File: config.mk
export PLATFORM = sky130hd
export DESIGN_NAME = bcd_clock_entry_check_and_update
export DESIGN_NICKNAME = d
export VERILOG_FILES = /design/src/hdl/rtc_pkg.sv /design/src/hdl/bcd_entry_checker.sv /design/src/hdl/bcd_clock_entry_check_and_update.sv
export SDC_FILE = /design/constraint.sdc
export NUM_CORES = 1
export LEC_CHECK = 0
export ABC_AREA = 1
export ABC_CLOCK_PERIOD_IN_PS = 3200
export BUFFER_PORTS_ARGS = -buffer_cell sky130_fd_sc_hd__buf_2
export CAP_MARGIN = 20
export CORE_ASPECT_RATIO = 2
export CORE_MARGIN = 4
export CORE_UTILIZATION = 55
export DETAILED_ROUTE_END_ITERATION = 10
export HOLD_SLACK_MARGIN = 0.02
export PLACE_DENSITY = 0.74
export SYNTH_ARGS = -nofsm -noshare
export SYNTH_HDL_FRONTEND = slang
export SYNTH_SLANG_ARGS = --single-unit
File: constraint.sdc
create_clock -name sys_clk_in -period 3.2 [get_ports sys_clk_in]
set_input_delay 0 -clock sys_clk_in [delete_from_list [all_inputs] [get_ports sys_clk_in]]
set_output_delay 0 -clock sys_clk_in [all_outputs]
set_load 0.05 [all_outputs]
File: src/hdl/rtc_pkg.sv
// register map, field layouts, BCD limits and helpers for the clock entry block
// assumes a 32-bit APB slave, BCD time and calendar words and a 32.768 kHz slow clock pin
//
// Operation
// - illegal time or calendar write during a granted update is dropped and sets its validity flag.
// - software cannot clear validity flags; a legal write to that group clears it.
// - time alarm writes get the time checking; date alarm writes check date and month only; each sets its own flag.
// - century outside 19..20 is rejected.
// - year with non-BCD digits is rejected.
// - date outside 01..31 is rejected.
// - month outside 01..12, or too short for the date, is rejected.
// - day of week outside 1..7 is rejected.
// - 24h: hour 00..23 with meridiem clear; 12h: hour 01..12.
// - minutes and seconds must be BCD and at most 59.
// - 12h time-of-day entries are stored and read back as 24h values; time alarm words are stored as written.
// - the meridiem bit 22 of the time word marks PM in 12h mode; the hour format select picks the hour range.
// - time request stops time counting; calendar request stops calendar counting.
// - update acknowledge rises within one slow-clock second of a request.
// - calendar update keeps time running; time update halts both.
// - writing zero to a request ends the update only if it was one.
// - time event source: minute, hour, midnight or noon per select field.
// - calendar event source: Monday, first of month or January first, at midnight.
// - hour format select zero is 24h mode, one is 12h mode.
// - acknowledge reads one only while registers may be updated.
// - seconds event flag sets on each second and holds until cleared.

package rtc_pkg;

	localparam logic [7:0] OFF_UPDATE_CONTROL = 8'h00;
	localparam logic [7:0] OFF_HOUR_FORMAT_CONFIG = 8'h04;
	localparam logic [7:0] OFF_TIME_OF_DAY = 8'h08;
	localparam logic [7:0] OFF_CALENDAR_DATE = 8'h0C;
	localparam logic [7:0] OFF_TIME_ALARM = 8'h10;
	localparam logic [7:0] OFF_DATE_ALARM = 8'h14;
	localparam logic [7:0] OFF_STATUS_FLAGS = 8'h18;
	localparam logic [7:0] OFF_STATUS_CLEAR = 8'h1C;
	localparam logic [7:0] OFF_IRQ_ENABLE_SET = 8'h20;
	localparam logic [7:0] OFF_IRQ_ENABLE_CLEAR = 8'h24;
	localparam logic [7:0] OFF_IRQ_MASK_VIEW = 8'h28;
	localparam logic [7:0] OFF_ENTRY_VALIDITY = 8'h2C;

	localparam logic [31:0] RST_ZERO = 32'h00000000;
	localparam logic [31:0] RST_CALENDAR_DATE = 32'h01210720;
	localparam logic [31:0] RST_DATE_ALARM = 32'h01010000;

	localparam logic [31:0] TIME_MASK = 32'h007F7F7F;
	localparam logic [31:0] CAL_MASK = 32'h3FFFFF7F;
	localparam logic [31:0] TALARM_MASK = 32'h00FFFFFF;
	localparam logic [31:0] CALARM_MASK = 32'hBF9F0000;

	localparam int UPD_TIM_BIT = 0;
	localparam int UPD_CAL_BIT = 1;
	localparam int TEV_SEL_LSB = 8;
	localparam int CEV_SEL_LSB = 16;
	localparam int HR_MODE_BIT = 0;
	localparam int MERIDIEM_BIT = 22;

	localparam int ST_W = 5;
	localparam int ST_ACK = 0;
	localparam int ST_ALARM = 1;
	localparam int ST_SEC = 2;
	localparam int ST_TIME_EVENT_FLAG = 3;
	localparam int ST_CALENDAR_EVENT_FLAG = 4;

	localparam int VE_W = 4;
	localparam int VE_TIME = 0;
	localparam int VE_CAL = 1;
	localparam int VE_TALARM = 2;
	localparam int VE_CALARM = 3;

	localparam int unsigned SLOW_CLK_HZ = 32768;
	localparam int unsigned SEC_PERIOD_S = 1;

	localparam logic [7:0] BCD_ZERO = 8'h00;
	localparam logic [7:0] BCD_ONE = 8'h01;
	localparam logic [3:0] BCD_NINE = 4'h9;
	localparam logic [7:0] BCD_TWELVE = 8'h12;
	localparam logic [7:0] BCD_23 = 8'h23;
	localparam logic [7:0] BCD_28 = 8'h28;
	localparam logic [7:0] BCD_29 = 8'h29;
	localparam logic [7:0] BCD_30 = 8'h30;
	localparam logic [7:0] BCD_31 = 8'h31;
	localparam logic [7:0] BCD_59 = 8'h59;
	localparam logic [7:0] BCD_99 = 8'h99;
	localparam logic [7:0] CENT_MIN = 8'h19;
	localparam logic [7:0] CENT_MAX = 8'h20;
	localparam logic [7:0] MONTH_FEB = 8'h02;
	localparam logic [7:0] MONTH_APR = 8'h04;
	localparam logic [7:0] MONTH_JUN = 8'h06;
	localparam logic [7:0] MONTH_SEP = 8'h09;
	localparam logic [7:0] MONTH_NOV = 8'h11;
	localparam logic [2:0] DAY_FIRST = 3'h1;
	localparam logic [2:0] DAY_LAST = 3'h7;
	localparam logic [4:0] DEC_TEN = 5'h0A;
	localparam logic [4:0] DEC_TWELVE = 5'h0C;
	localparam logic [4:0] DEC_TWENTY = 5'h14;

	typedef enum logic [1:0] {TEV_MINUTE = 2'h0, TEV_HOUR = 2'h1, TEV_MIDNIGHT = 2'h2, TEV_NOON = 2'h3} tev_sel_t;
	typedef enum logic [1:0] {CEV_WEEK = 2'h0, CEV_MONTH = 2'h1, CEV_YEAR = 2'h2, CEV_NONE = 2'h3} cev_sel_t;
	typedef enum logic [1:0] {UPD_IDLE = 2'b00, UPD_WAIT = 2'b01, UPD_GRANT = 2'b11} upd_state_t;

	typedef struct packed {
		logic [8:0] pad_hi;
		logic meridiem;
		logic [5:0] hour;
		logic en_min;
		logic [6:0] minute;
		logic en_sec;
		logic [6:0] second;
	} time_word_t;

	typedef struct packed {
		logic [1:0] pad_hi;
		logic [5:0] date;
		logic [2:0] day;
		logic [4:0] month;
		logic [7:0] year;
		logic pad_lo;
		logic [6:0] cent;
	} cal_word_t;

	function automatic logic bcd_valid(input logic [7:0] v);
		return (v[7:4] <= BCD_NINE) && (v[3:0] <= BCD_NINE);
	endfunction

	function automatic logic [7:0] bcd_inc(input logic [7:0] v);
		if (v[3:0] == BCD_NINE) begin
			return {4'(v[7:4] + 4'h1), 4'h0};
		end
		return {v[7:4], 4'(v[3:0] + 4'h1)};
	endfunction

	// every fourth year, except 1900
	function automatic logic is_leap(input logic [7:0] cent, input logic [7:0] year);
		logic div4;
		div4 = year[4] ? (year[3:0] == 4'h2 || year[3:0] == 4'h6)
			: (year[3:0] == 4'h0 || year[3:0] == 4'h4 || year[3:0] == 4'h8);
		return div4 && !(cent == CENT_MIN && year == BCD_ZERO);
	endfunction

	function automatic logic [7:0] month_days(input logic [7:0] month, input logic leap);
		if (month == MONTH_FEB) begin
			return leap ? BCD_29 : BCD_28;
		end
		if (month == MONTH_APR || month == MONTH_JUN || month == MONTH_SEP || month == MONTH_NOV) begin
			return BCD_30;
		end
		return BCD_31;
	endfunction

endpackage

File: src/hdl/bcd_entry_checker.sv
// combinational entry check of one written word as time, calendar or date alarm
// assumes the word is the raw bus write data and the hour format bit is current
`timescale 1ns/10ps
`default_nettype none

module bcd_entry_checker (
	input wire logic [31:0] wdata_in,
	input wire logic hour_mode_in,
	output logic time_ok_out,
	output logic cal_ok_out,
	output logic calarm_ok_out,
	output logic [5:0] hour24_out
);

	rtc_pkg::time_word_t tw;
	rtc_pkg::cal_word_t cw;
	logic [7:0] hr8, min8, sec8, cent8, year8, date8, month8;
	logic hour_ok, date_ok, month_ok;
	logic [4:0] hr_bin, hr_b24;

	always_comb begin
		tw = rtc_pkg::time_word_t'(wdata_in);
		cw = rtc_pkg::cal_word_t'(wdata_in);
		hr8 = {2'b00, tw.hour};
		min8 = {1'b0, tw.minute};
		sec8 = {1'b0, tw.second};
		cent8 = {1'b0, cw.cent};
		year8 = cw.year;
		date8 = {2'b00, cw.date};
		month8 = {3'b000, cw.month};
		if (hour_mode_in) begin
			hour_ok = rtc_pkg::bcd_valid(hr8) && hr8 >= rtc_pkg::BCD_ONE && hr8 <= rtc_pkg::BCD_TWELVE;
		end else begin
			hour_ok = rtc_pkg::bcd_valid(hr8) && hr8 <= rtc_pkg::BCD_23 && !wdata_in[rtc_pkg::MERIDIEM_BIT];
		end
		time_ok_out = hour_ok && rtc_pkg::bcd_valid(min8) && min8 <= rtc_pkg::BCD_59
			&& rtc_pkg::bcd_valid(sec8) && sec8 <= rtc_pkg::BCD_59;
		date_ok = rtc_pkg::bcd_valid(date8) && date8 >= rtc_pkg::BCD_ONE && date8 <= rtc_pkg::BCD_31;
		month_ok = rtc_pkg::bcd_valid(month8) && month8 >= rtc_pkg::BCD_ONE && month8 <= rtc_pkg::BCD_TWELVE;
		cal_ok_out = rtc_pkg::bcd_valid(cent8) && cent8 >= rtc_pkg::CENT_MIN && cent8 <= rtc_pkg::CENT_MAX
			&& rtc_pkg::bcd_valid(year8)
			&& date_ok && month_ok
			&& date8 <= rtc_pkg::month_days(month8, rtc_pkg::is_leap(cent8, year8))
			&& cw.day != 3'h0;
		// alarm has no year, so February 29 is allowed
		calarm_ok_out = date_ok && month_ok && date8 <= rtc_pkg::month_days(month8, 1'b1);
		// 12h entry to 24h storage form
		hr_bin = 5'({3'b000, tw.hour[5:4]} * rtc_pkg::DEC_TEN + {1'b0, tw.hour[3:0]});
		if (hr_bin == rtc_pkg::DEC_TWELVE) begin
			hr_b24 = tw.meridiem ? rtc_pkg::DEC_TWELVE : 5'h00;
		end else begin
			hr_b24 = tw.meridiem ? 5'(hr_bin + rtc_pkg::DEC_TWELVE) : hr_bin;
		end
		if (!hour_mode_in) begin
			hour24_out = tw.hour;
		end else if (hr_b24 >= rtc_pkg::DEC_TWENTY) begin
			hour24_out = {2'b10, 4'(hr_b24 - rtc_pkg::DEC_TWENTY)};
		end else if (hr_b24 >= rtc_pkg::DEC_TEN) begin
			hour24_out = {2'b01, 4'(hr_b24 - rtc_pkg::DEC_TEN)};
		end else begin
			hour24_out = {2'b00, hr_b24[3:0]};
		end
	end

endmodule

`default_nettype wire

File: src/hdl/bcd_clock_entry_check_and_update.sv
// APB-mapped BCD time/calendar block: entry checking, update handshake, event sources
// assumes an APB master on sys_clk_in and a free-running 32.768 kHz slow clock on a pin
`timescale 1ns/10ps
`default_nettype none

module bcd_clock_entry_check_and_update #(
	parameter int unsigned SLOW_TICKS_PER_SEC = rtc_pkg::SLOW_CLK_HZ * rtc_pkg::SEC_PERIOD_S
) (
	input wire logic sys_clk_in,
	input wire logic rst_n_in,
	input wire logic slow_clk_in,
	input wire logic psel_in,
	input wire logic penable_in,
	input wire logic pwrite_in,
	input wire logic [7:0] paddr_in,
	input wire logic [31:0] pwdata_in,
	output logic [31:0] prdata_out,
	output logic pready_out,
	output logic pslverr_out
);

	localparam int PW = $clog2(SLOW_TICKS_PER_SEC + 1);
	localparam logic [PW-1:0] PRE_LAST = PW'(SLOW_TICKS_PER_SEC - 1);

	////////////////////////////////////////////////////////////////////////////
	// slow clock synchroniser and one-second prescaler

	logic slow_s1_reg, slow_s2_reg, slow_s3_reg, slow_lvl_reg, slow_lvl_next;
	logic slow_rise, sec_tick;
	logic [PW-1:0] pre_reg, pre_next;

	always_comb begin
		slow_lvl_next = slow_lvl_reg;
		if (slow_s2_reg == slow_s3_reg) begin
			slow_lvl_next = slow_s3_reg;
		end
		slow_rise = slow_lvl_next && !slow_lvl_reg;
		pre_next = pre_reg;
		sec_tick = 1'b0;
		if (slow_rise) begin
			if (pre_reg == PRE_LAST) begin
				pre_next = '0;
				sec_tick = 1'b1;
			end else begin
				pre_next = PW'(pre_reg + 1'b1);
			end
		end
	end

	always_ff @(posedge sys_clk_in or negedge rst_n_in) begin
		if (!rst_n_in) begin
			slow_s1_reg <= 1'b0;
			slow_s2_reg <= 1'b0;
			slow_s3_reg <= 1'b0;
			slow_lvl_reg <= 1'b0;
			pre_reg <= '0;
		end else begin
			slow_s1_reg <= slow_clk_in;
			slow_s2_reg <= slow_s1_reg;
			slow_s3_reg <= slow_s2_reg;
			slow_lvl_reg <= slow_lvl_next;
			pre_reg <= pre_next;
		end
	end

	////////////////////////////////////////////////////////////////////////////
	// entry checker

	logic time_ok, cal_ok, calarm_ok;
	logic [5:0] hour24;
	logic hr_mode_reg, hr_mode_next;

	bcd_entry_checker u_check (
		.wdata_in(pwdata_in),
		.hour_mode_in(hr_mode_reg),
		.time_ok_out(time_ok),
		.cal_ok_out(cal_ok),
		.calarm_ok_out(calarm_ok),
		.hour24_out(hour24)
	);

	////////////////////////////////////////////////////////////////////////////
	// registers, counters, update handshake

	logic req_tim_reg, req_tim_next, req_cal_reg, req_cal_next;
	rtc_pkg::tev_sel_t tev_sel_reg, tev_sel_next;
	rtc_pkg::cev_sel_t cev_sel_reg, cev_sel_next;
	rtc_pkg::time_word_t time_reg, time_next;
	rtc_pkg::cal_word_t cal_reg, cal_next;
	logic [31:0] talarm_reg, talarm_next, calarm_reg, calarm_next;
	logic [rtc_pkg::ST_W-1:0] st_reg, st_next, st_set, st_clr, imr_reg, imr_next;
	logic [rtc_pkg::VE_W-1:0] ve_reg, ve_next;
	rtc_pkg::upd_state_t upd_reg, upd_next;
	logic [31:0] prdata_reg, prdata_next;
	logic err_reg, err_next;
	logic setup, wr, any_req, min_carry, hr_carry, day_roll, may_write;
	logic [7:0] sec8, min8, hr8, date8, month8, year8, cent8;
	rtc_pkg::time_word_t wtime;

	always_comb begin
		req_tim_next = req_tim_reg;
		req_cal_next = req_cal_reg;
		tev_sel_next = tev_sel_reg;
		cev_sel_next = cev_sel_reg;
		hr_mode_next = hr_mode_reg;
		time_next = time_reg;
		cal_next = cal_reg;
		talarm_next = talarm_reg;
		calarm_next = calarm_reg;
		imr_next = imr_reg;
		ve_next = ve_reg;
		upd_next = upd_reg;
		st_set = '0;
		st_clr = '0;
		min_carry = 1'b0;
		hr_carry = 1'b0;
		day_roll = 1'b0;
		sec8 = {1'b0, time_reg.second};
		min8 = {1'b0, time_reg.minute};
		hr8 = {2'b00, time_reg.hour};
		date8 = {2'b00, cal_reg.date};
		month8 = {3'b000, cal_reg.month};
		year8 = cal_reg.year;
		cent8 = {1'b0, cal_reg.cent};
		any_req = req_tim_reg || req_cal_reg;
		setup = psel_in && !penable_in;
		wr = psel_in && penable_in && pwrite_in;
		wtime = rtc_pkg::time_word_t'(pwdata_in & rtc_pkg::TIME_MASK);
		wtime.hour = hour24;
		wtime.meridiem = 1'b0;

		// time counting stops under a time request
		if (sec_tick) begin
			st_set[rtc_pkg::ST_SEC] = 1'b1;
			if (!req_tim_reg) begin
				if (sec8 != rtc_pkg::BCD_59) begin
					time_next.second = 7'(rtc_pkg::bcd_inc(sec8));
				end else begin
					time_next.second = '0;
					min_carry = 1'b1;
					if (min8 != rtc_pkg::BCD_59) begin
						time_next.minute = 7'(rtc_pkg::bcd_inc(min8));
					end else begin
						time_next.minute = '0;
						hr_carry = 1'b1;
						if (hr8 != rtc_pkg::BCD_23) begin
							time_next.hour = 6'(rtc_pkg::bcd_inc(hr8));
						end else begin
							time_next.hour = '0;
							day_roll = 1'b1;
						end
					end
				end
			end
		end
		unique case (tev_sel_reg)
			rtc_pkg::TEV_MINUTE: st_set[rtc_pkg::ST_TIME_EVENT_FLAG] = min_carry;
			rtc_pkg::TEV_HOUR: st_set[rtc_pkg::ST_TIME_EVENT_FLAG] = hr_carry;
			rtc_pkg::TEV_MIDNIGHT: st_set[rtc_pkg::ST_TIME_EVENT_FLAG] = day_roll;
			rtc_pkg::TEV_NOON: st_set[rtc_pkg::ST_TIME_EVENT_FLAG] = hr_carry
				&& {2'b00, time_next.hour} == rtc_pkg::BCD_TWELVE;
		endcase

		// calendar stops under either request; a day rolled while stopped is lost
		if (day_roll && !req_cal_reg) begin
			cal_next.day = (cal_reg.day == rtc_pkg::DAY_LAST) ? rtc_pkg::DAY_FIRST : 3'(cal_reg.day + 3'h1);
			if (date8 != rtc_pkg::month_days(month8, rtc_pkg::is_leap(cent8, year8))) begin
				cal_next.date = 6'(rtc_pkg::bcd_inc(date8));
			end else begin
				cal_next.date = 6'(rtc_pkg::BCD_ONE);
				if (month8 != rtc_pkg::BCD_TWELVE) begin
					cal_next.month = 5'(rtc_pkg::bcd_inc(month8));
				end else begin
					cal_next.month = 5'(rtc_pkg::BCD_ONE);
					if (year8 != rtc_pkg::BCD_99) begin
						cal_next.year = rtc_pkg::bcd_inc(year8);
					end else begin
						cal_next.year = rtc_pkg::BCD_ZERO;
						cal_next.cent = 7'(rtc_pkg::bcd_inc(cent8));
					end
				end
			end
			unique case (cev_sel_reg)
				rtc_pkg::CEV_WEEK: st_set[rtc_pkg::ST_CALENDAR_EVENT_FLAG] = cal_next.day == rtc_pkg::DAY_FIRST;
				rtc_pkg::CEV_MONTH: st_set[rtc_pkg::ST_CALENDAR_EVENT_FLAG] = cal_next.date == 6'(rtc_pkg::BCD_ONE);
				rtc_pkg::CEV_YEAR: st_set[rtc_pkg::ST_CALENDAR_EVENT_FLAG] = cal_next.date == 6'(rtc_pkg::BCD_ONE)
					&& cal_next.month == 5'(rtc_pkg::BCD_ONE);
				rtc_pkg::CEV_NONE: st_set[rtc_pkg::ST_CALENDAR_EVENT_FLAG] = 1'b0;
			endcase
		end

		// update handshake: grant on the next second tick after a request
		unique case (upd_reg)
			rtc_pkg::UPD_IDLE: begin
				if (any_req) begin
					upd_next = rtc_pkg::UPD_WAIT;
				end
			end
			rtc_pkg::UPD_WAIT: begin
				if (!any_req) begin
					upd_next = rtc_pkg::UPD_IDLE;
				end else if (sec_tick) begin
					upd_next = rtc_pkg::UPD_GRANT;
					st_set[rtc_pkg::ST_ACK] = 1'b1;
				end
			end
			rtc_pkg::UPD_GRANT: begin
				if (!any_req) begin
					upd_next = rtc_pkg::UPD_IDLE;
					st_clr[rtc_pkg::ST_ACK] = 1'b1;
				end
			end
			default: upd_next = rtc_pkg::UPD_IDLE;
		endcase
		may_write = upd_reg == rtc_pkg::UPD_GRANT;

		// software writes, taken at the access edge
		if (wr) begin
			unique case (paddr_in)
				rtc_pkg::OFF_UPDATE_CONTROL: begin
					req_tim_next = pwdata_in[rtc_pkg::UPD_TIM_BIT];
					req_cal_next = pwdata_in[rtc_pkg::UPD_CAL_BIT];
					tev_sel_next = rtc_pkg::tev_sel_t'(pwdata_in[rtc_pkg::TEV_SEL_LSB +: 2]);
					cev_sel_next = rtc_pkg::cev_sel_t'(pwdata_in[rtc_pkg::CEV_SEL_LSB +: 2]);
				end
				rtc_pkg::OFF_HOUR_FORMAT_CONFIG: hr_mode_next = pwdata_in[rtc_pkg::HR_MODE_BIT];
				rtc_pkg::OFF_TIME_OF_DAY: begin
					if (may_write && req_tim_reg) begin
						if (time_ok) begin
							time_next = wtime;
							ve_next[rtc_pkg::VE_TIME] = 1'b0;
						end else begin
							ve_next[rtc_pkg::VE_TIME] = 1'b1;
						end
					end
				end
				rtc_pkg::OFF_CALENDAR_DATE: begin
					if (may_write && req_cal_reg) begin
						if (cal_ok) begin
							cal_next = rtc_pkg::cal_word_t'(pwdata_in & rtc_pkg::CAL_MASK);
							ve_next[rtc_pkg::VE_CAL] = 1'b0;
						end else begin
							ve_next[rtc_pkg::VE_CAL] = 1'b1;
						end
					end
				end
				rtc_pkg::OFF_TIME_ALARM: begin
					if (time_ok) begin
						talarm_next = pwdata_in & rtc_pkg::TALARM_MASK;
						ve_next[rtc_pkg::VE_TALARM] = 1'b0;
					end else begin
						ve_next[rtc_pkg::VE_TALARM] = 1'b1;
					end
				end
				rtc_pkg::OFF_DATE_ALARM: begin
					if (calarm_ok) begin
						calarm_next = pwdata_in & rtc_pkg::CALARM_MASK;
						ve_next[rtc_pkg::VE_CALARM] = 1'b0;
					end else begin
						ve_next[rtc_pkg::VE_CALARM] = 1'b1;
					end
				end
				rtc_pkg::OFF_STATUS_CLEAR: st_clr = st_clr | pwdata_in[rtc_pkg::ST_W-1:0];
				rtc_pkg::OFF_IRQ_ENABLE_SET: imr_next = imr_reg | pwdata_in[rtc_pkg::ST_W-1:0];
				rtc_pkg::OFF_IRQ_ENABLE_CLEAR: imr_next = imr_reg & ~pwdata_in[rtc_pkg::ST_W-1:0];
				default: imr_next = imr_reg;
			endcase
		end
		// a hardware set in the clearing cycle wins
		st_next = (st_reg & ~st_clr) | st_set;

		// read data and error are taken in the setup cycle
		prdata_next = prdata_reg;
		err_next = err_reg;
		if (setup) begin
			err_next = 1'b0;
			unique case (paddr_in)
				rtc_pkg::OFF_UPDATE_CONTROL: prdata_next = {14'h0000, cev_sel_reg, 6'h00, tev_sel_reg,
					6'h00, req_cal_reg, req_tim_reg};
				rtc_pkg::OFF_HOUR_FORMAT_CONFIG: prdata_next = {31'h00000000, hr_mode_reg};
				rtc_pkg::OFF_TIME_OF_DAY: prdata_next = time_reg;
				rtc_pkg::OFF_CALENDAR_DATE: prdata_next = cal_reg;
				rtc_pkg::OFF_TIME_ALARM: prdata_next = talarm_reg;
				rtc_pkg::OFF_DATE_ALARM: prdata_next = calarm_reg;
				rtc_pkg::OFF_STATUS_FLAGS: prdata_next = {27'h0000000, st_reg};
				rtc_pkg::OFF_IRQ_MASK_VIEW: prdata_next = {27'h0000000, imr_reg};
				rtc_pkg::OFF_ENTRY_VALIDITY: prdata_next = {28'h0000000, ve_reg};
				rtc_pkg::OFF_STATUS_CLEAR, rtc_pkg::OFF_IRQ_ENABLE_SET,
				rtc_pkg::OFF_IRQ_ENABLE_CLEAR: prdata_next = rtc_pkg::RST_ZERO;
				default: begin
					prdata_next = rtc_pkg::RST_ZERO;
					err_next = 1'b1;
				end
			endcase
		end
	end

	always_ff @(posedge sys_clk_in or negedge rst_n_in) begin
		if (!rst_n_in) begin
			req_tim_reg <= 1'b0;
			req_cal_reg <= 1'b0;
			tev_sel_reg <= rtc_pkg::TEV_MINUTE;
			cev_sel_reg <= rtc_pkg::CEV_WEEK;
			hr_mode_reg <= 1'b0;
			time_reg <= rtc_pkg::time_word_t'(rtc_pkg::RST_ZERO);
			cal_reg <= rtc_pkg::cal_word_t'(rtc_pkg::RST_CALENDAR_DATE);
			talarm_reg <= rtc_pkg::RST_ZERO;
			calarm_reg <= rtc_pkg::RST_DATE_ALARM;
			st_reg <= '0;
			imr_reg <= '0;
			ve_reg <= '0;
			upd_reg <= rtc_pkg::UPD_IDLE;
			prdata_reg <= rtc_pkg::RST_ZERO;
			err_reg <= 1'b0;
		end else begin
			req_tim_reg <= req_tim_next;
			req_cal_reg <= req_cal_next;
			tev_sel_reg <= tev_sel_next;
			cev_sel_reg <= cev_sel_next;
			hr_mode_reg <= hr_mode_next;
			time_reg <= time_next;
			cal_reg <= cal_next;
			talarm_reg <= talarm_next;
			calarm_reg <= calarm_next;
			st_reg <= st_next;
			imr_reg <= imr_next;
			ve_reg <= ve_next;
			upd_reg <= upd_next;
			prdata_reg <= prdata_next;
			err_reg <= err_next;
		end
	end

	assign prdata_out = prdata_reg;
	assign pready_out = psel_in && penable_in;
	assign pslverr_out = psel_in && penable_in && err_reg;

endmodule

`default_nettype wire

==> impl_metrics.tcl, run 1 <==
set metrics [dict create \
    synth_nets 1385 \
    outcome "finished, final reports clean" \
    reg2reg_setup_slack_ps 370 \
    worstPathRequired_ps 3560 \
    setup_viol_count_final 0 \
    dieArea_um2 20200 \
    drt-wirelength-per-cell_um 18.9 \
    grt_pass1_wl_um 48700 \
    dr.first_iter.drc_count 653 \
    cp-end-kind "flip-flop" \
    hp-start "pwdata_in[17]" \
    drive_gt1_share_pct 13.2 \
    io_buffers 77 \
    path_delay_family "adder cells" \
    start_kind "primary input" \
    arrival_ps 3260 \
    die_h_um 197 \
    grt_pass1_vias 9533 \
    ir_worst_vdd_v 0.000346 \
    largest_reg_flops 31 \
    final_cell_mix "nand2_1, inv_1, dfrtp_1" \
    fin_crit_ps 2900 \
    synth_edf_count 0 \
    yosys_warnings 0 \
    worst_pin_slew_ps 780 \
    max_stage_delay_ps 530 \
    min_to "hr8[1]" \
    dr_total_vias 9591 \
    slew_violations 0 \
    core_region_area_um2 17400 \
    num_rows 68 \
    synth_area_um2 9830 \
    numCtsBuffers 17 \
    cp_max_fo 9 \
    finalPower_mw 4.74 \
    n_antenna_cell 0 \
    via_per_inst 5.85 \
    rsz0062_at_grt "no" \
    cts-root-buf "clkbuf_16" \
    yosysSeqAreaShare_pct 41.1 \
    clk_path_buf_depth 2 \
    worstHoldPathType "primary input to flip-flop" \
    cts_tree "done" \
    r2r_cells 16 \
    insertion_delay_ps 440 \
    hold_viol 0 \
    grt_max_degree 67 \
    track_usage_pct 31.5 \
    critical_path_class "primary input to flip-flop" \
    fin_setup_tns_ps 0 \
    p_leak_nw 5.77 \
    crit_chain "dlygate4sd3_1, buf_2, ha_1, fa_1, xor2_2, ha_1, nand3_1, or2_2, o21ai_2, inv_1, ha_1, nand2_1, nand3_1, nand2_2, nand2_1, nand2_1, nand3_1, a21boi_1" \
    avgSynthCellArea_um2 7.56 \
    cts_sinks 161 \
    cp_slowest_cell "dlygate4sd3_1" \
    overflow 0 \
    critical_path_cell_count 18 \
    hold_depth 3 \
    routed_wl_um 31000 \
    fin_crit_sh_pct 90.7 \
    max_freq_ghz 0.345 \
    syn_inst 1301 \
    synth_seq_cells 161 \
    clk_pin_slew_worst_paths_ps 60 \
    ys_async_sr_fraction_pct 100 \
    ant_nets 0 \
    ioPinCount 80 \
    fill_cells 1546 \
    p_per_area_nw_per_um2 413 \
    fin_skew_ps 11.4 \
    drc 0 \
    place_ws_ps 287 \
    crit_buf_inv 3 \
    maxCapViolCount 0 \
    fin_hold_ws_ps 20.4 \
    die_w_um 103 \
    gp_congestion 1.01 \
    yosysUniqueCellTypes 61 \
    grt_antenna_before_repair 0 \
    start_util_pct 56.4 \
    regToRegStartpoint "cal_reg[16]" \
    layout_commonest_cell "nand2_1" \
    synth_ff_type "dfrtp_1" \
    first_pass_iters 6 \
    cts.htree.levels 4 \
    utilization_pct 65.8 \
    nNetsFinal 1501 \
    worstReg2RegEnd "year8[5]" \
    dp_hpwl_um 23100 \
    relSlewSlack_pct 47.9 \
    syn_to_final_growth_pct 16.8 \
    fin_ws_ps 297 \
]
[worst register-to-register path, stage by stage, from the launching register on]
cell	delay (ps)
dfstp_2	550
inv_1	120
nor2_1	190
inv_1	80
nor3_1	260
ha_1	210
a21oi_1	40
nand3_1	90
nand2_1	60
nand2_1	160
nand3_4	220
nor2_8	290
nand2_2	130
nand2_1	80
o211ai_1	90
o21ai_1	100
inv_1	50
[report_power, final]
group          leakage [nW]  total [mW]  internal (mW)  switching (mW)
Clock                 0.301        2.23           1.38           0.844
Combinational          3.38       0.418          0.143           0.275
Sequential             2.10        2.10           2.07          0.0316
Total                  5.77        4.74           3.59            1.15
[per-layer routing]
metal | vias up | routed length, µm | global-route usage, %
met5 | - | 0 | 0
met2 | 403 | 15800 | 54.2
li1 | 4522 | - | -
met3 | 145 | 1600 | 4.28
met1 | 4521 | 10700 | 33.1
met4 | 0 | 2870 | 25.6
[what timing repair did]
action                                  in CTS  in global routing
gates resized for setup                      0                  4
buffers inserted                             0                  3
hold endpoints to repair                   122                  0
endpoints found under the setup margin       0                  6
hold buffers                                33                  0
[layout make-up]
cell class | count | area, µm² | share of cell area [%]
Multi-Input combinational cell | 910 | 4910 | 42.8
Timing Repair Buffer | 132 | 900 | 7.83
Inverter | 195 | 737 | 6.42
Clock buffer | 21 | 440 | 3.84
Clock inverter | 11 | 189 | 1.65
Tap cell | 210 | 263 | 2.29
Sequential cell | 161 | 4040 | 35.2
[worst max-delay path by stage]
stage,from,slack (ps),end
floorplan,pwdata_in[17],770,hr8[1]
CTS,pwdata_in[20],220,hr8[1]
detailed placement,cal_reg[16],290,year8[5]
finish,pwdata_in[20],300,hr8[1]
global route,pwdata_in[20],50,hr8[5]
global placement,cal_reg[16],340,cal_reg[5]
[synthesized netlist by cell type (12+ instances only)]
library cell | instances | share of area (%)
a21oi_1 | 52 | 2.6
a221oi_1 | 13 | 1.2
clkbuf_1 | 22 | 0.84
dfrtp_1 | 152 | 39
ha_1 | 37 | 4.7
inv_1 | 179 | 6.8
inv_2 | 12 | 0.46
nand2_1 | 288 | 11
nand3_1 | 82 | 4.2
nand4_1 | 18 | 1.1
nor2_1 | 108 | 4.1
nor3_1 | 25 | 1.3
o21ai_0 | 133 | 6.8
o21ai_1 | 21 | 1.1
o22ai_1 | 15 | 0.95
xor2_1 | 18 | 1.6
[stage by stage]
step / instance area (µm²) / instances
after global placement: 10500 / 1572
after detailed placement: 10500 / 1572
final: 11500 / 1640
after CTS: 11400 / 1637
after global routing: 11500 / 1640
after floorplan: 9830 / 1301
[cells by family (layout without fill, tap and decap cells)]
family          after synthesis  after routing  synth area share [%]
other cells                   1              1                0.0381
xor+xnor                     23             23                  2.05
mux                           2              2                 0.229
compound gates              284            284                  16.6
flops                       161            161                  41.1
buf+inv                     230            359                  9.14
simple gates                561            561                  25.8
fa+ha+maj                    39             39                  5.01
Note: power is estimated with default switching activity, not from simulation.
==> inputs of run 2 (changes only) <==
--- a/config.mk
+++ b/config.mk
@@ -9,7 +9,6 @@
 export ABC_CLOCK_PERIOD_IN_PS = 3200
 export BUFFER_PORTS_ARGS = -buffer_cell sky130_fd_sc_hd__buf_2
 export CAP_MARGIN = 20
-export CORE_ASPECT_RATIO = 2
 export CORE_MARGIN = 4
 export CORE_UTILIZATION = 55
 export DETAILED_ROUTE_END_ITERATION = 10
==> run 2 against run 1 <==
Power is 1.6% lower. Core utilization is 0.16 points lower. Non-clock buffer count is 4 lower. Clock skew is 3.5 ps higher. Largest cell class unchanged. Hold slack better by 45 ps. Global-route usage is 2.2 points lower.
==> impl_metrics.tcl, run 2 (synthesis gave the netlist of run 1 again) <==
set metrics [dict create \
    p_leak_nw 5.73 \
    layout.cells.non_filler 1651 \
    max_stage_delay_ps 540 \
    cts-root-buf "clkbuf_16" \
    numCtsBuffers 17 \
    n_antenna_cell 0 \
    setup_viol_count_final 0 \
    hold_depth 5 \
    grt_max_degree 83 \
    hold_viol 0 \
    ir_worst_vdd_v 0.000407 \
    dpl_cell_area_um2 10500 \
    cts.htree.levels 4 \
    clk_pin_slew_worst_paths_ps 70 \
    cts_setup_buffers 0 \
    fin_skew_ps 14.9 \
    io_buffers 77 \
    final_area_um2 11400 \
    slew_violations 0 \
    via_per_inst 5.77 \
    syn_to_final_growth_pct 16.4 \
    dp_hpwl_um 20800 \
    cts_tree "done" \
    p_int_mw 3.46 \
    layout_commonest_cell "nand2_1" \
    num_rows 48 \
    dr.first_iter.drc_count 1241 \
    fill_cells 1491 \
    r2r_cells 18 \
    nNetsFinal 1497 \
    final_cell_mix "nand2_1, inv_1, dfrtp_1" \
    ioPinCount 80 \
    die_w_um 142 \
    cpMostUsedCell "inv_1" \
    grt_pass1_vias 8834 \
    grt_pass1_wl_um 46500 \
    drive_gt1_share_pct 13.0 \
    insertion_delay_ps 440 \
    relSlewSlack_pct 47.4 \
    ant_nets 0 \
    rsz0062_at_grt "no" \
    pwr-share-clk_pct 46.2 \
    worstPathRequired_ps 3570 \
    largest_reg_flops 31 \
    fin_crit_sh_pct 91.6 \
    critical_path_class "primary input to flip-flop" \
    regArea_um2 4040 \
    fin_hold_ws_ps 65.8 \
    p_seq_share_pct 45.0 \
    max_freq_ghz 0.341 \
    first_pass_iters 6 \
    crit_chain "dlygate4sd3_1, buf_2, nor2_2, nand3_1, nor2_1, inv_1, ha_1, inv_1, nor2_1, nand3_1, inv_1, a22o_1, nand3_1, nor2_4, inv_2, o211ai_1, o21ai_0, inv_1" \
    cp-end-kind "flip-flop" \
    start_kind "primary input" \
    combPwrFrac_pct 8.8 \
    drt-wirelength-per-cell_um 17.4 \
    fin_setup_tns_ps 0 \
    dieArea_um2 20100 \
    worst_pin_slew_ps 789 \
    arrival_ps 3310 \
    reg2reg_setup_slack_ps 400 \
    start_util_pct 56.5 \
    core_region_area_um2 17400 \
    switchingPower_mw 1.21 \
    dr_total_vias 9527 \
    grt_antenna_before_repair 0 \
    maxCapViolCount 0 \
    worstHoldPathType "primary input to flip-flop" \
    outcome "finished, final reports clean" \
    cts_sinks 161 \
    fin_crit_ps 2930 \
    switching_share_pct 25.9 \
    gp_congestion 0.950 \
    overflow 0 \
    p_per_area_nw_per_um2 408 \
    track_usage_pct 29.3 \
    cp_slowest_cell "dlygate4sd3_1" \
    cp_max_fo 13 \
    post-place-cells 1584 \
    multi_input_area_um2 4910 \
    routed_wl_um 28600 \
    die_h_um 142 \
    clk_path_buf_depth 2 \
    drc 0 \
]
## run 2: critical path, delay by kind of cell
family          cells  cell delay (ps)
buf+inv             7             1180
simple gates        7             1320
compound gates      3              510
fa+ha+maj           1              270
## run 2: routing by layer
metal	wire (µm)	vias up	GRT usage, %
met5	0	-	0
met2	12900	444	45.2
met3	2360	72	4.48
met1	12300	4484	41.5
li1	-	4527	-
met4	1020	0	12.1
## run 2: path summary, 6_finish.rpt
kind,start,to
min in group asynchronous,rst_n_in,pre_reg[10]
min reg2reg,slow_s1_reg,slow_s2_reg
max in group asynchronous,rst_n_in,year8[1]
max,pwdata_in[19],cal_reg[21]
min,penable_in,prdata_out[26]
max reg2reg,cal_reg[16],st_reg[4]
## run 2: cell type report
| class | count | share of cell area (%) |
|---|---|---|
| Clock buffer | 19 | 3.78 |
| Clock inverter | 13 | 1.52 |
| Inverter | 195 | 6.44 |
| Multi-Input combinational cell | 910 | 42.9 |
| Sequential cell | 161 | 35.3 |
| Tap cell | 225 | 2.46 |
| Timing Repair Buffer | 128 | 7.54 |
## run 2: power groups by stage
| stage | clock network (mW) | registers (mW) | logic, mW |
|---|---|---|---|
| after floorplan | 0 | 2.14 | 0.212 |
| after global placement | 0 | 2.14 | 0.365 |
| after detailed placement | 0 | 2.14 | 0.370 |
| after CTS | 2.16 | 2.10 | 0.404 |
| after global routing | 2.28 | 2.10 | 0.466 |
| final | 2.16 | 2.10 | 0.411 |
## run 2: timing repair
item,CTS,global route
setup endpoints to repair,0,7
resized for setup,0,4
hold buffers,35,0
hold endpoints to repair,154,0
## run 2: per-stage QoR
stage          worst slack (ps)  utilization, %  total power [mW]
2_1_floorplan               772               -              2.35
3_3_place_gp                420            60.1              2.50
3_5_place_dp                367            60.1              2.51
4_1_cts                     258            65.6              4.66
5_1_grt                    8.92            65.7              4.84
6_report                    269            65.7              4.67
==> inputs of run 3 (changes only) <==
--- a/config.mk
+++ b/config.mk
@@ -14,6 +14,7 @@
 export DETAILED_ROUTE_END_ITERATION = 10
 export HOLD_SLACK_MARGIN = 0.02
 export PLACE_DENSITY = 0.74
+export REMOVE_ABC_BUFFERS = 1
 export SYNTH_ARGS = -nofsm -noshare
 export SYNTH_HDL_FRONTEND = slang
 export SYNTH_SLANG_ARGS = --single-unit
==> run 3 against run 2 <==
Sequential cell count is the same. Register-to-register slack worse by 110 ps. Die area unchanged. Clock power is essentially flat. Combinational power increased by 2%. Count of clock-buffer cells in the layout down 1. Setup slack gained 9.0 ps. Critical path depth fell by 2. Fmax rose by 0.31%. Clock skew is 7.9 ps lower. Power grew 0.16%. Highest routed layer unchanged.
==> impl_metrics.tcl, run 3 (synthesis gave the netlist of run 1 again) <==
set metrics [dict create \
    routed_wl_um 28200 \
    worstPathRequired_ps 3560 \
    min_to "err_reg" \
    cp_slowest_cell "dlygate4sd3_1" \
    start_util_pct 56.5 \
    core_region_area_um2 17400 \
    drt-wirelength-per-cell_um 17.1 \
    critical_path_class "primary input to flip-flop" \
    dieArea_um2 20100 \
    cp-end-kind "flip-flop" \
    start_kind "primary input" \
    overflow 0 \
    utilization_pct 65.9 \
    dpl_cell_area_um2 10500 \
    grt_max_degree 78 \
    drive_gt1_share_pct 13.1 \
    max_stage_delay_ps 550 \
    p_leak_nw 5.76 \
    die_h_um 142 \
    num_rows 48 \
    die_w_um 142 \
    cp_max_fo 7 \
    maxCapViolCount 0 \
    setup_viol_count_final 0 \
    gp_congestion 0.981 \
    hold_viol 0 \
    largest_reg_flops 31 \
    max_freq_ghz 0.342 \
    grt_pass1_vias 9264 \
    reg2reg_setup_slack_ps 290 \
    path_delay_family "adder cells" \
    worstHoldPathType "primary input to flip-flop" \
    cts.htree.levels 4 \
    regToRegStartpoint "cal_reg[16]" \
    fin_setup_tns_ps 0 \
    nNetsFinal 1497 \
    fin_crit_sh_pct 91.3 \
    layout_commonest_cell "nand2_1" \
    grt_antenna_before_repair 0 \
    relSlewSlack_pct 47.1 \
    hold_depth 5 \
    via_per_inst 5.79 \
    rsz0062_at_grt "no" \
    hp-start "paddr_in[4]" \
    ioPinCount 80 \
    p_per_area_nw_per_um2 407 \
    final_area_um2 11500 \
    crit_chain "dlygate4sd3_1, buf_2, ha_1, fa_1, xor2_2, ha_1, nand3_1, or2_2, o21ai_1, inv_1, ha_1, a21oi_2, nand2_1, nand3_1, nand3_1, a21boi_1" \
    cts_sinks 161 \
    drc 0 \
    slew_violations 0 \
    dr_total_vias 9554 \
    io_buffers 77 \
    clk_pin_slew_worst_paths_ps 70 \
    outcome "finished, final reports clean" \
    fin_crit_ps 2920 \
    arrival_ps 3280 \
    dp_hpwl_um 20300 \
    syn_to_final_growth_pct 16.8 \
    ir_worst_vdd_v 0.000354 \
    cts-root-buf "clkbuf_16" \
    fin_skew_ps 7.01 \
    finalPower_mw 4.67 \
    crit_buf_inv 3 \
    clk_path_buf_depth 2 \
    grt_pass1_wl_um 45800 \
    cts_tree "done" \
    ant_nets 0 \
    n_antenna_cell 0 \
    worstReg2RegEnd "year8[5]" \
    numCtsBuffers 17 \
    final_cell_mix "nand2_1, inv_1, dfrtp_1" \
    insertion_delay_ps 440 \
    first_pass_iters 6 \
    track_usage_pct 28.6 \
    worst_pin_slew_ps 793 \
    fill_cells 1530 \
    dr.first_iter.drc_count 878 \
    r2r_cells 16 \
]
## run 3: worst max path at each step
stage                        startpoint         end  slack (ps)  depth (start not counted)
after floorplan             cal_reg[16]  cal_reg[3]         720                         16
after global placement      cal_reg[16]    year8[5]         430                         16
after detailed placement  pwdata_in[20]      hr8[1]         330                         15
after CTS                 pwdata_in[17]      hr8[1]         220                         16
after global routing      pwdata_in[17]      hr8[1]          50                         17
final                     pwdata_in[17]      hr8[1]         280                         16
## run 3: what timing repair did
item / 4_1_cts / 5_1_grt
endpoints found under the hold margin: 133 / 0
hold buffers: 37 / 0
buffers inserted: 0 / 0
setup endpoints to repair: 0 / 4
gates resized for setup: 0 / 4
## run 3: final cells by class
cell class	count	area, µm²	share of cell area (%)
Tap cell	225	282	2.45
Multi-Input combinational cell	910	4910	42.8
Inverter	195	737	6.42
Clock inverter	14	180	1.57
Clock buffer	18	439	3.82
Timing Repair Buffer	128	892	7.77
Sequential cell	161	4040	35.2
## run 3: per-stage QoR
stage	instances	hold slack [ps]	setup slack (ps)
final	1651	30.1	278
after global routing	1651	43.4	48.0
after CTS	1651	25.4	218
after detailed placement	1582	10.4	330
after global placement	1582	15.5	427
after floorplan	1266	-296	717
## run 3: where the power goes
part	leakage (nW)	switching (mW)	internal [mW]
logic	3.36	0.274	0.146
registers	2.10	0.0337	2.07
clock network	0.303	0.891	1.26
## run 3: layer usage
| layer | global-route usage (%) | wire (µm) | vias to the layer above |
|---|---|---|---|
| li1 | - | - | 4530 |
| met1 | 38.6 | 11900 | 4498 |
| met2 | 45.8 | 12900 | 448 |
| met3 | 5.33 | 2460 | 78 |
| met4 | 11.5 | 937 | 0 |
| met5 | 0 | 0 | - |
## run 3: tightest hold or removal path: stages
cell and delay (ps):
buf_2 100, inv_1 50, nand2_1 80, o2111ai_1 120
o21ai_0 90
